===== src/hsi_regs.svh =====
// Register offsets, field positions and reset values of the scheduler.
//------------------------------------------------------------------------
// Summary of operation
// - Eight three-bit result fields, microframe seven on top.
// - Result field updated after its transaction completes.
// - Lowest result bit flags transaction error, both directions.
// - Middle result bit flags babble, inbound only.
// - Top result bit flags underrun, outbound only.
// - Software sets activation bits; hardware clears after use.
// - Activation bits checked only when frame numbers match.
// - Transaction issued in microframe n if bit set.
//------------------------------------------------------------------------
`ifndef HSI_REGS_SVH
`define HSI_REGS_SVH

`define HSI_ADDR_W 8
`define HSI_CTRL_OFS 8'h00
`define HSI_DESC_OFS 8'h04
`define HSI_IRQ_STAT_OFS 8'h08
`define HSI_IRQ_MASK_OFS 8'h0C
`define HSI_FRAME_OFS 8'h10

`define HSI_CTRL_ACT_LSB 0
`define HSI_CTRL_FRAME_LSB 8
`define HSI_CTRL_DIR_IN_BIT 16
`define HSI_CTRL_ENABLE_BIT 17

`define HSI_DESC_RESULT_LSB 8
`define HSI_FRAME_UF_LSB 8

`define HSI_EV_DONE 0
`define HSI_EV_ERR 1
`define HSI_EV_BABBLE 2
`define HSI_EV_UNDERRUN 3
`define HSI_EV_MISSED 4

`define HSI_RES_ERR_BIT 0
`define HSI_RES_BABBLE_BIT 1
`define HSI_RES_UNDERRUN_BIT 2

`define HSI_FRAME_RST 5'h00
`define HSI_IRQ_MASK_RST 5'h00
`define HSI_RESULT_RST 3'h0

`endif


===== src/hsi_pkg.sv =====
// Types shared by the microframe scheduler and its slots.
package hsi_pkg;

    typedef enum logic [1:0]
    {
        HSI_IDLE = 2'b00,
        HSI_BUSY = 2'b01
    } hsi_fsm_t;

    typedef struct packed
    {
        logic valid;
        logic [2:0] uframe;
        logic dir_in;
    } hsi_xact_req_t;

    typedef struct packed
    {
        logic done;
        logic err;
        logic babble;
        logic underrun;
    } hsi_xact_rsp_t;

    typedef struct packed
    {
        logic act;
        logic [2:0] result;
    } hsi_slot_t;

    typedef struct packed
    {
        hsi_fsm_t fsm;
        hsi_xact_req_t xreq;
        logic [4:0] poll_frame_number;
        logic dir_in;
        logic enable;
        logic [2:0] last_uf;
        logic [4:0] irq_stat;
        logic [4:0] irq_mask;
        logic irq;
        logic pready;
        logic pslverr;
        logic [31:0] prdata;
    } hsi_state_t;

endpackage


===== src/hsi_uframe_sched.sv =====
// Microframe scheduler for high-speed interrupt transfers, APB slave.
//
// Local design decisions: the register addresses and the APB interface to the registers.
`timescale 1ns/1ps
`include "hsi_regs.svh"

module hsi_uframe_sched
#(
    parameter int NUM_UF = 8
)
(
    input wire logic ref_clk,
    input wire logic sys_rst,
    input wire logic psel,
    input wire logic penable,
    input wire logic pwrite,
    input wire logic [`HSI_ADDR_W-1:0] paddr,
    input wire logic [31:0] pwdata,
    output logic [31:0] prdata,
    output logic pready,
    output logic pslverr,
    output logic irq,
    input wire logic [4:0] bus_frame,
    input wire logic uframe_tick,
    input wire logic [2:0] uframe_index,
    output hsi_pkg::hsi_xact_req_t xact_req,
    input wire hsi_pkg::hsi_xact_rsp_t xact_rsp
);
    import hsi_pkg::*;

    hsi_state_t st_r;
    hsi_state_t st_nxt;

    logic [NUM_UF-1:0] act_vec;
    logic [NUM_UF-1:0] arm_vec;
    logic [NUM_UF-1:0] retire_vec;
    logic [2:0] result_vec [NUM_UF];
    logic [2:0] outcome;
    logic [23:0] result_word;
    logic access;
    logic fire;
    logic wr_fire;
    logic rd_fire;
    logic mapped;
    logic frame_match;
    logic due;
    logic retiring;
    logic [4:0] events;
    logic [31:0] rd_word;
    logic missed;
    logic [4:0] stat_clr;

    //--------------------------------------------------------------------
    // Slots
    //--------------------------------------------------------------------
    for (genvar i = 0; i < NUM_UF; i++)
    begin : g_slot
        hsi_uframe_slot u_slot
        (
            .ref_clk(ref_clk),
            .sys_rst(sys_rst),
            .arm(arm_vec[i]),
            .retire(retire_vec[i]),
            .outcome(outcome),
            .act(act_vec[i]),
            .result(result_vec[i])
        );
    end

    //--------------------------------------------------------------------
    // Bus decode
    //--------------------------------------------------------------------
    always_comb
    begin
        access = psel && penable;
        fire = access && st_r.pready;
        wr_fire = fire && pwrite && !st_r.pslverr;
        rd_fire = fire && !pwrite && !st_r.pslverr;
        // Offsets must match exactly; any other address is refused.
        case (paddr)
            `HSI_CTRL_OFS,
            `HSI_DESC_OFS,
            `HSI_IRQ_STAT_OFS,
            `HSI_IRQ_MASK_OFS,
            `HSI_FRAME_OFS: mapped = 1'b1;
            default: mapped = 1'b0;
        endcase
    end

    //--------------------------------------------------------------------
    // Outcome of the finished transaction
    //--------------------------------------------------------------------
    always_comb
    begin
        outcome = `HSI_RESULT_RST;
        outcome[`HSI_RES_ERR_BIT] = xact_rsp.err;
        outcome[`HSI_RES_BABBLE_BIT] =
            xact_rsp.babble && st_r.xreq.dir_in;
        outcome[`HSI_RES_UNDERRUN_BIT] =
            xact_rsp.underrun && !st_r.xreq.dir_in;
        retiring = (st_r.fsm == HSI_BUSY) && xact_rsp.done;
        for (int i = 0; i < NUM_UF; i++)
        begin
            retire_vec[i] = retiring &&
                (st_r.xreq.uframe == 3'(i));
            arm_vec[i] = wr_fire && (paddr == `HSI_CTRL_OFS) &&
                pwdata[`HSI_CTRL_ACT_LSB + i];
        end
    end

    //--------------------------------------------------------------------
    // Schedule check
    //--------------------------------------------------------------------
    always_comb
    begin
        // Only the low five frame bits are compared, so a polling period
        // longer than thirty-two frames aliases onto an earlier frame.
        frame_match = (st_r.poll_frame_number == bus_frame);
        due = uframe_tick && st_r.enable && frame_match &&
            act_vec[uframe_index];
    end

    //--------------------------------------------------------------------
    // Read data
    //--------------------------------------------------------------------
    always_comb
    begin
        result_word = '0;
        for (int i = 0; i < NUM_UF; i++)
        begin
            result_word[3*i +: 3] = result_vec[i];
        end
        rd_word = '0;
        case (paddr)
            `HSI_CTRL_OFS:
            begin
                rd_word[`HSI_CTRL_ACT_LSB +: 8] = act_vec;
                rd_word[`HSI_CTRL_FRAME_LSB +: 5] = st_r.poll_frame_number;
                rd_word[`HSI_CTRL_DIR_IN_BIT] = st_r.dir_in;
                rd_word[`HSI_CTRL_ENABLE_BIT] = st_r.enable;
            end
            `HSI_DESC_OFS:
            begin
                rd_word[`HSI_DESC_RESULT_LSB +: 24] = result_word;
                rd_word[7:0] = act_vec;
            end
            `HSI_IRQ_STAT_OFS:
            begin
                rd_word[4:0] = st_r.irq_stat;
            end
            `HSI_IRQ_MASK_OFS:
            begin
                rd_word[4:0] = st_r.irq_mask;
            end
            `HSI_FRAME_OFS:
            begin
                rd_word[4:0] = bus_frame;
                rd_word[`HSI_FRAME_UF_LSB +: 3] = st_r.last_uf;
            end
            default:
            begin
                rd_word = '0;
            end
        endcase
    end

    //--------------------------------------------------------------------
    // Interrupt events
    //--------------------------------------------------------------------
    always_comb
    begin
        missed = (st_r.fsm == HSI_BUSY) && uframe_tick && !xact_rsp.done;
        events = 5'h00;
        events[`HSI_EV_DONE] = retiring;
        events[`HSI_EV_ERR] = retiring && outcome[`HSI_RES_ERR_BIT];
        events[`HSI_EV_BABBLE] =
            retiring && outcome[`HSI_RES_BABBLE_BIT];
        events[`HSI_EV_UNDERRUN] =
            retiring && outcome[`HSI_RES_UNDERRUN_BIT];
        events[`HSI_EV_MISSED] = missed;
        // Only the bits that the read reported are cleared, so an event
        // landing after the data was latched is kept for the next read.
        stat_clr = 5'h00;
        if (rd_fire && (paddr == `HSI_IRQ_STAT_OFS))
        begin
            stat_clr = st_r.prdata[4:0];
        end
    end

    //--------------------------------------------------------------------
    // Next state
    //--------------------------------------------------------------------
    always_comb
    begin
        st_nxt = st_r;

        //----------------------------------------------------------------
        // Bus response
        //----------------------------------------------------------------
        // One wait state: pready is registered high at the end of the first
        // access cycle and the transfer completes on the edge after the second.
        if (fire)
        begin
            st_nxt.pready = 1'b0;
            st_nxt.pslverr = 1'b0;
        end
        else if (access)
        begin
            st_nxt.pready = 1'b1;
            st_nxt.pslverr = !mapped;
            st_nxt.prdata = mapped ? rd_word : 32'h0000_0000;
        end

        //----------------------------------------------------------------
        // Configuration writes
        //----------------------------------------------------------------
        if (wr_fire && (paddr == `HSI_CTRL_OFS))
        begin
            st_nxt.poll_frame_number = pwdata[`HSI_CTRL_FRAME_LSB +: 5];
            st_nxt.dir_in = pwdata[`HSI_CTRL_DIR_IN_BIT];
            st_nxt.enable = pwdata[`HSI_CTRL_ENABLE_BIT];
        end
        if (wr_fire && (paddr == `HSI_IRQ_MASK_OFS))
        begin
            st_nxt.irq_mask = pwdata[4:0];
        end

        //----------------------------------------------------------------
        // Transaction sequencer
        //----------------------------------------------------------------
        // A tick that meets a busy sequencer is dropped, not queued: the
        // endpoint sees at most one request, and unless done arrives in the same
        // cycle the missed event tells software that its schedule was too tight.
        case (st_r.fsm)
            HSI_IDLE:
            begin
                if (due)
                begin
                    st_nxt.fsm = HSI_BUSY;
                    st_nxt.xreq.valid = 1'b1;
                    st_nxt.xreq.uframe = uframe_index;
                    st_nxt.xreq.dir_in = st_r.dir_in;
                end
            end
            HSI_BUSY:
            begin
                if (xact_rsp.done)
                begin
                    st_nxt.fsm = HSI_IDLE;
                    st_nxt.xreq.valid = 1'b0;
                    st_nxt.last_uf = st_r.xreq.uframe;
                end
            end
            default:
            begin
                st_nxt.fsm = HSI_IDLE;
                st_nxt.xreq.valid = 1'b0;
            end
        endcase

        //----------------------------------------------------------------
        // Interrupt status
        //----------------------------------------------------------------
        // Set wins over clear: an event in the clearing cycle survives.
        st_nxt.irq_stat = (st_r.irq_stat & ~stat_clr) | events;
        st_nxt.irq = |(st_nxt.irq_stat & st_nxt.irq_mask);
    end

    //--------------------------------------------------------------------
    // State register
    //--------------------------------------------------------------------
    always_ff @(posedge ref_clk)
    begin
        if (sys_rst)
        begin
            st_r <= '{
                fsm: HSI_IDLE,
                xreq: '{valid: 1'b0, uframe: 3'h0, dir_in: 1'b0},
                poll_frame_number: `HSI_FRAME_RST,
                dir_in: 1'b0,
                enable: 1'b0,
                last_uf: 3'h0,
                irq_stat: 5'h00,
                irq_mask: `HSI_IRQ_MASK_RST,
                irq: 1'b0,
                pready: 1'b0,
                pslverr: 1'b0,
                prdata: 32'h0000_0000
            };
        end
        else
        begin
            st_r <= st_nxt;
        end
    end

    //--------------------------------------------------------------------
    // Outputs
    //--------------------------------------------------------------------
    // Every output is a register bit, so no decode glitch reaches a pin.
    assign prdata = st_r.prdata;
    assign pready = st_r.pready;
    assign pslverr = st_r.pslverr;
    assign irq = st_r.irq;
    assign xact_req = st_r.xreq;
endmodule


===== src/hsi_uframe_slot.sv =====
// One microframe slot: activation bit and three-bit result field.
`timescale 1ns/1ps
`include "hsi_regs.svh"

module hsi_uframe_slot
(
    input wire logic ref_clk,
    input wire logic sys_rst,
    input wire logic arm,
    input wire logic retire,
    input wire logic [2:0] outcome,
    output logic act,
    output logic [2:0] result
);
    import hsi_pkg::*;

    hsi_slot_t st_r;
    hsi_slot_t st_nxt;

    //--------------------------------------------------------------------
    // Slot state
    //--------------------------------------------------------------------
    always_comb
    begin
        st_nxt = st_r;
        if (retire)
        begin
            st_nxt.act = 1'b0;
            st_nxt.result = outcome;
        end
        // A fresh request from software outranks the retire in the
        // same cycle, so a new arm is never swallowed.
        if (arm)
        begin
            st_nxt.act = 1'b1;
        end
    end

    always_ff @(posedge ref_clk)
    begin
        if (sys_rst)
        begin
            st_r <= '{act: 1'b0, result: `HSI_RESULT_RST};
        end
        else
        begin
            st_r <= st_nxt;
        end
    end

    assign act = st_r.act;
    assign result = st_r.result;
endmodule

===== config.mk =====
export PLATFORM = sky130hd
export DESIGN_NAME = hsi_uframe_sched
export DESIGN_NICKNAME = d
export VERILOG_FILES = /design/src/hsi_pkg.sv /design/src/hsi_uframe_sched.sv /design/src/hsi_uframe_slot.sv
export VERILOG_INCLUDE_DIRS = /design/src /design/src/src
export SDC_FILE = /design/constraint.sdc
export NUM_CORES = 1
export LEC_CHECK = 0
export BUFFER_PORTS_ARGS = -buffer_cell sky130_fd_sc_hd__buf_2
export CAP_MARGIN = 10
export CORE_ASPECT_RATIO = 1.75
export CORE_UTILIZATION = 40
export CTS_CLUSTER_SIZE = 10
export DETAILED_ROUTE_END_ITERATION = 16
export PLACE_DENSITY = 0.61
export SYNTH_ARGS = -nofsm -noshare
export SYNTH_HDL_FRONTEND = slang
export SYNTH_HIERARCHICAL = 1
export SYNTH_SLANG_ARGS = --single-unit

===== constraint.sdc =====
create_clock -name ref_clk -period 3.1 [get_ports ref_clk]
set_input_delay 0.93 -clock ref_clk [delete_from_list [all_inputs] [get_ports ref_clk]]
set_output_delay 0.93 -clock ref_clk [all_outputs]
set_load 0.1 [all_outputs]

==> summary.txt <==
Status
  • Outcome: finished, final reports clean

Setup path
  • Crit end category: flip-flop
  • CP bufs+invs: 2
  • Crit path from: paddr[7]
  • Critical R2R Capture: irq
  • Crit-path cells: buf_2, or4_4, nor4_4, buf_4, mux2_2, a22oi_1, a41oi_2
  • Crit-path slowest cell: or4_4
  • Critical path destination: irq
  • Worst R2R Start: prdata[2]
  • Cell count along the critical path: 7
  • Max incr delay on CP: ~620 ps
  • Top delay family on crit path: simple AND/OR/NAND/NOR gates
  • FF-to-FF path depth: 5
  • Critical Path RT: 3300 ps
  • CP arrival: 2890 ps
  • Worst Setup Start Kind: input pin
  • Worst Path Max Fanout: 8
  • Reg2reg setup slack: 1030 ps
  • Kind of critical path: input pin to flip-flop

Power
  • P per Cell Area: about 520 nW/µm²
  • LEAKAGE: about 0.0019 µW
  • Worst vdd ir: 0.000368 V

Timing
  • Worst Tran Pin Value: between 600 and 700 ps
  • Final Hold Fails: 0
  • Endpoints failing setup: 0
  • Pins Over Slew Limit: 0
  • Max Clock Freq: around 0.37 GHz
  • Setup TNS: 0 ps
  • Worst slew margin: 57.6%
  • Worst clock skew: between 8 and 9 ps
  • Tcrit/Tclk final: 86.8%
  • RSZ-0062 raised after global routing: false
  • Final min period: about 2700 ps

Detailed routing
  • DR WL/cell: approximately 16 µm
  • Routed WL: 10.3 mm
  • Router iterations before antenna repair: 4
  • Via count: 3247
  • Residual DRC: 0
  • Vias/cell: between 5 and 6
  • Post-route ant nets: 0
  • Initial DRC Count: approximately 140

Global route
  • First-pass GRT wire length: between 15 and 20 mm
  • Pin count of the biggest net entering global routing: between 50 and 60
  • Vias in the first global route: approximately 3200
  • GRT Util Overall: around a fifth
  • Initial antenna violation count: 0
  • Grt total ovfl: 0

Synth
  • Synth Flop Type: dfxtp_1
  • Adder-Cell Fraction of Synth Area: 0%
  • Most common cell in the netlist: dfxtp_1
  • Yosys warnings: 6
  • Synth Area in Compound Gates: between 10% and 20%
  • Post-synth ARST share: 0%
  • Sequential area share after synthesis: between 40% and 50%
  • Synth Cell Area: between 4000 and 5000 µm²
  • Synth Area in XOR/XNOR: around 1.0%
  • Multiplexer share of the synthesized area: between 10 and 15%
  • Commonest cells post-synth: dfxtp_1, nor2_1, mux2i_1
  • Top cells by area, synth: dfxtp_1, mux2i_1, nor2_1
  • Mapped Avg Cell Area: ~9.4 µm²
  • Largest family of logic cells by synthesized area: simple AND/OR/NAND/NOR gates
  • Post-Syn Instances: roughly 450
  • Syn nets: roughly 510
  • Cell taking the most area after synthesis: dfxtp_1
  • Synth top area share: between 40% and 50%
  • EDFF count, synth: 0
  • Synth Register Bits: 92
  • Yosys cell types: 39
  • Fraction of the mapped netlist area in simple logic gates: 20.0%

Die
  • Core Area: ~10000 µm²
  • Ports: 98
  • Die Y: ~140 µm
  • Die width: 79.8 µm
  • Die ar.: 11000 µm²
  • Initial Util: 41.2%
  • Rows: 49

Placed design
  • Quantity of I/O buffers inserted on ports: 80
  • Area post-placement: 4540 µm²
  • GP Congestion: around 0.89
  • Hpwl dp: 7.74 mm

Clock tree
  • TritonCTS Buffers: 9
  • CTS root buf: clkbuf_16
  • Setup bufs post-CTS: 0
  • Worst-skew pair later-pin latency: roughly 340 ps
  • CTS Buffer Depth: 2
  • Post_cts resized: 0
  • Clock slew at reported path FFs: around 70 ps
  • CTS tree: done
  • H-Tree Level Count: 3
  • Post-CTS Hold Fix Bufs: 0
  • CTS sink count: between 90 and 100

Finish
  • Filler cell count: slightly above 1000
  • # nets final: ~560
  • ANT cells: 0
  • Area grow syn2layout: 14.5%
  • Post-layout instance area: 4850 µm²
  • Proportion of layout cells with a drive suffix above 1: between 20 and 30%

Hold path
  • Hold Crit Class: flip-flop to flip-flop

Flow run
  • MaxCap Viol Count: 0
==> final cells by class <==
cell class / count / area, µm² / share of cell area [%]
repair buffers: 97 / 541 / 11.1
well taps: 127 / 159 / 3.27
flip-flops and latches: 92 / 1840 / 37.9
inverters: 14 / 52.6 / 1.08
multi-input cells: 285 / 1950 / 40.1
clock buffers: 11 / 253 / 5.21
clock inverters: 5 / 58.8 / 1.21
==> metal layers <==
metal / up-vias / part of all wire, % / track usage [%]
li1: 1614 / - / -
met1: 1537 / 39 / 21.2
met2: 81 / 55 / 35.7
met3: 15 / 4.0 / 4.42
met4: 0 / 2.2 / 8.08
met5: - / 0 / 0
==> report_power, final <==
part	switching, µW	leakage (µW)	total, µW	internal, µW
Clock	460	0.000148	1130	670
Combinational	141	0.000978	192	50.8
Sequential	6.12	0.000742	1200	1190
Total	607	0.00187	2520	1910
==> per-stage QoR <==
stage               worst slack (ps)  utilization, %  hold WS, ps  instances  total power (µW)
floorplan                        344               -          436        449              1350
global placement                 114            44.1          467        615              1410
detailed placement              59.2            44.1          470        615              1420
CTS                              421            47.1          483        631              2540
global route                     370            47.1          494        631              2600
finish                           409            47.1          479        631              2520
==> layout by cell type (no fill, tap or decap), types with 3 or more instances in the layout <==
cell / instances
a21oi_1: 18
a221oi_1: 8
a22oi_1: 15
a22oi_2: 10
a31oi_1: 3
and2_1: 14
buf_2: 80
buf_4: 16
clkbuf_16: 9
dfxtp_1: 92
inv_1: 14
mux2_2: 12
mux2i_1: 41
nand2_1: 11
nand2b_1: 11
nor2_1: 82
nor2_2: 4
nor2b_1: 9
nor3_1: 15
nor4_1: 3
xnor2_1: 5
==> kinds of logic after synthesis <==
| family | after synthesis |
|---|---|
| simple gates | 165 |
| flops | 92 |
| mux | 55 |
| xor+xnor | 5 |
| buf+inv | 72 |
| compound gates | 60 |
==> sequential cells by signal, indices dropped and copies added (netlist names) <==
name and flops:
st_r 21, irq 1, pready 1, g_slot.u_slot/act 8, g_slot.u_slot/result 24, xact_req 4
prdata 32, pslverr 1
==> worst min path at each step <==
stage	start	end	slack (ps)	cells after the start
after floorplan	st_r[45]	st_r[45]	440	2
after global placement	g_slot[3].u_slot/result[0]	g_slot[3].u_slot/result[0]	470	2
after detailed placement	st_r[47]	st_r[47]	470	2
after CTS	st_r[45]	st_r[45]	480	2
after global routing	st_r[45]	st_r[45]	490	2
final	st_r[47]	st_r[47]	480	2
==> tightest hold or removal path, stage by stage (launching register included) <==
cell and delay, ps:
dfxtp_1 320, nand2_1 60, a21oi_1 50
Note: power is estimated with default switching activity, not from simulation.
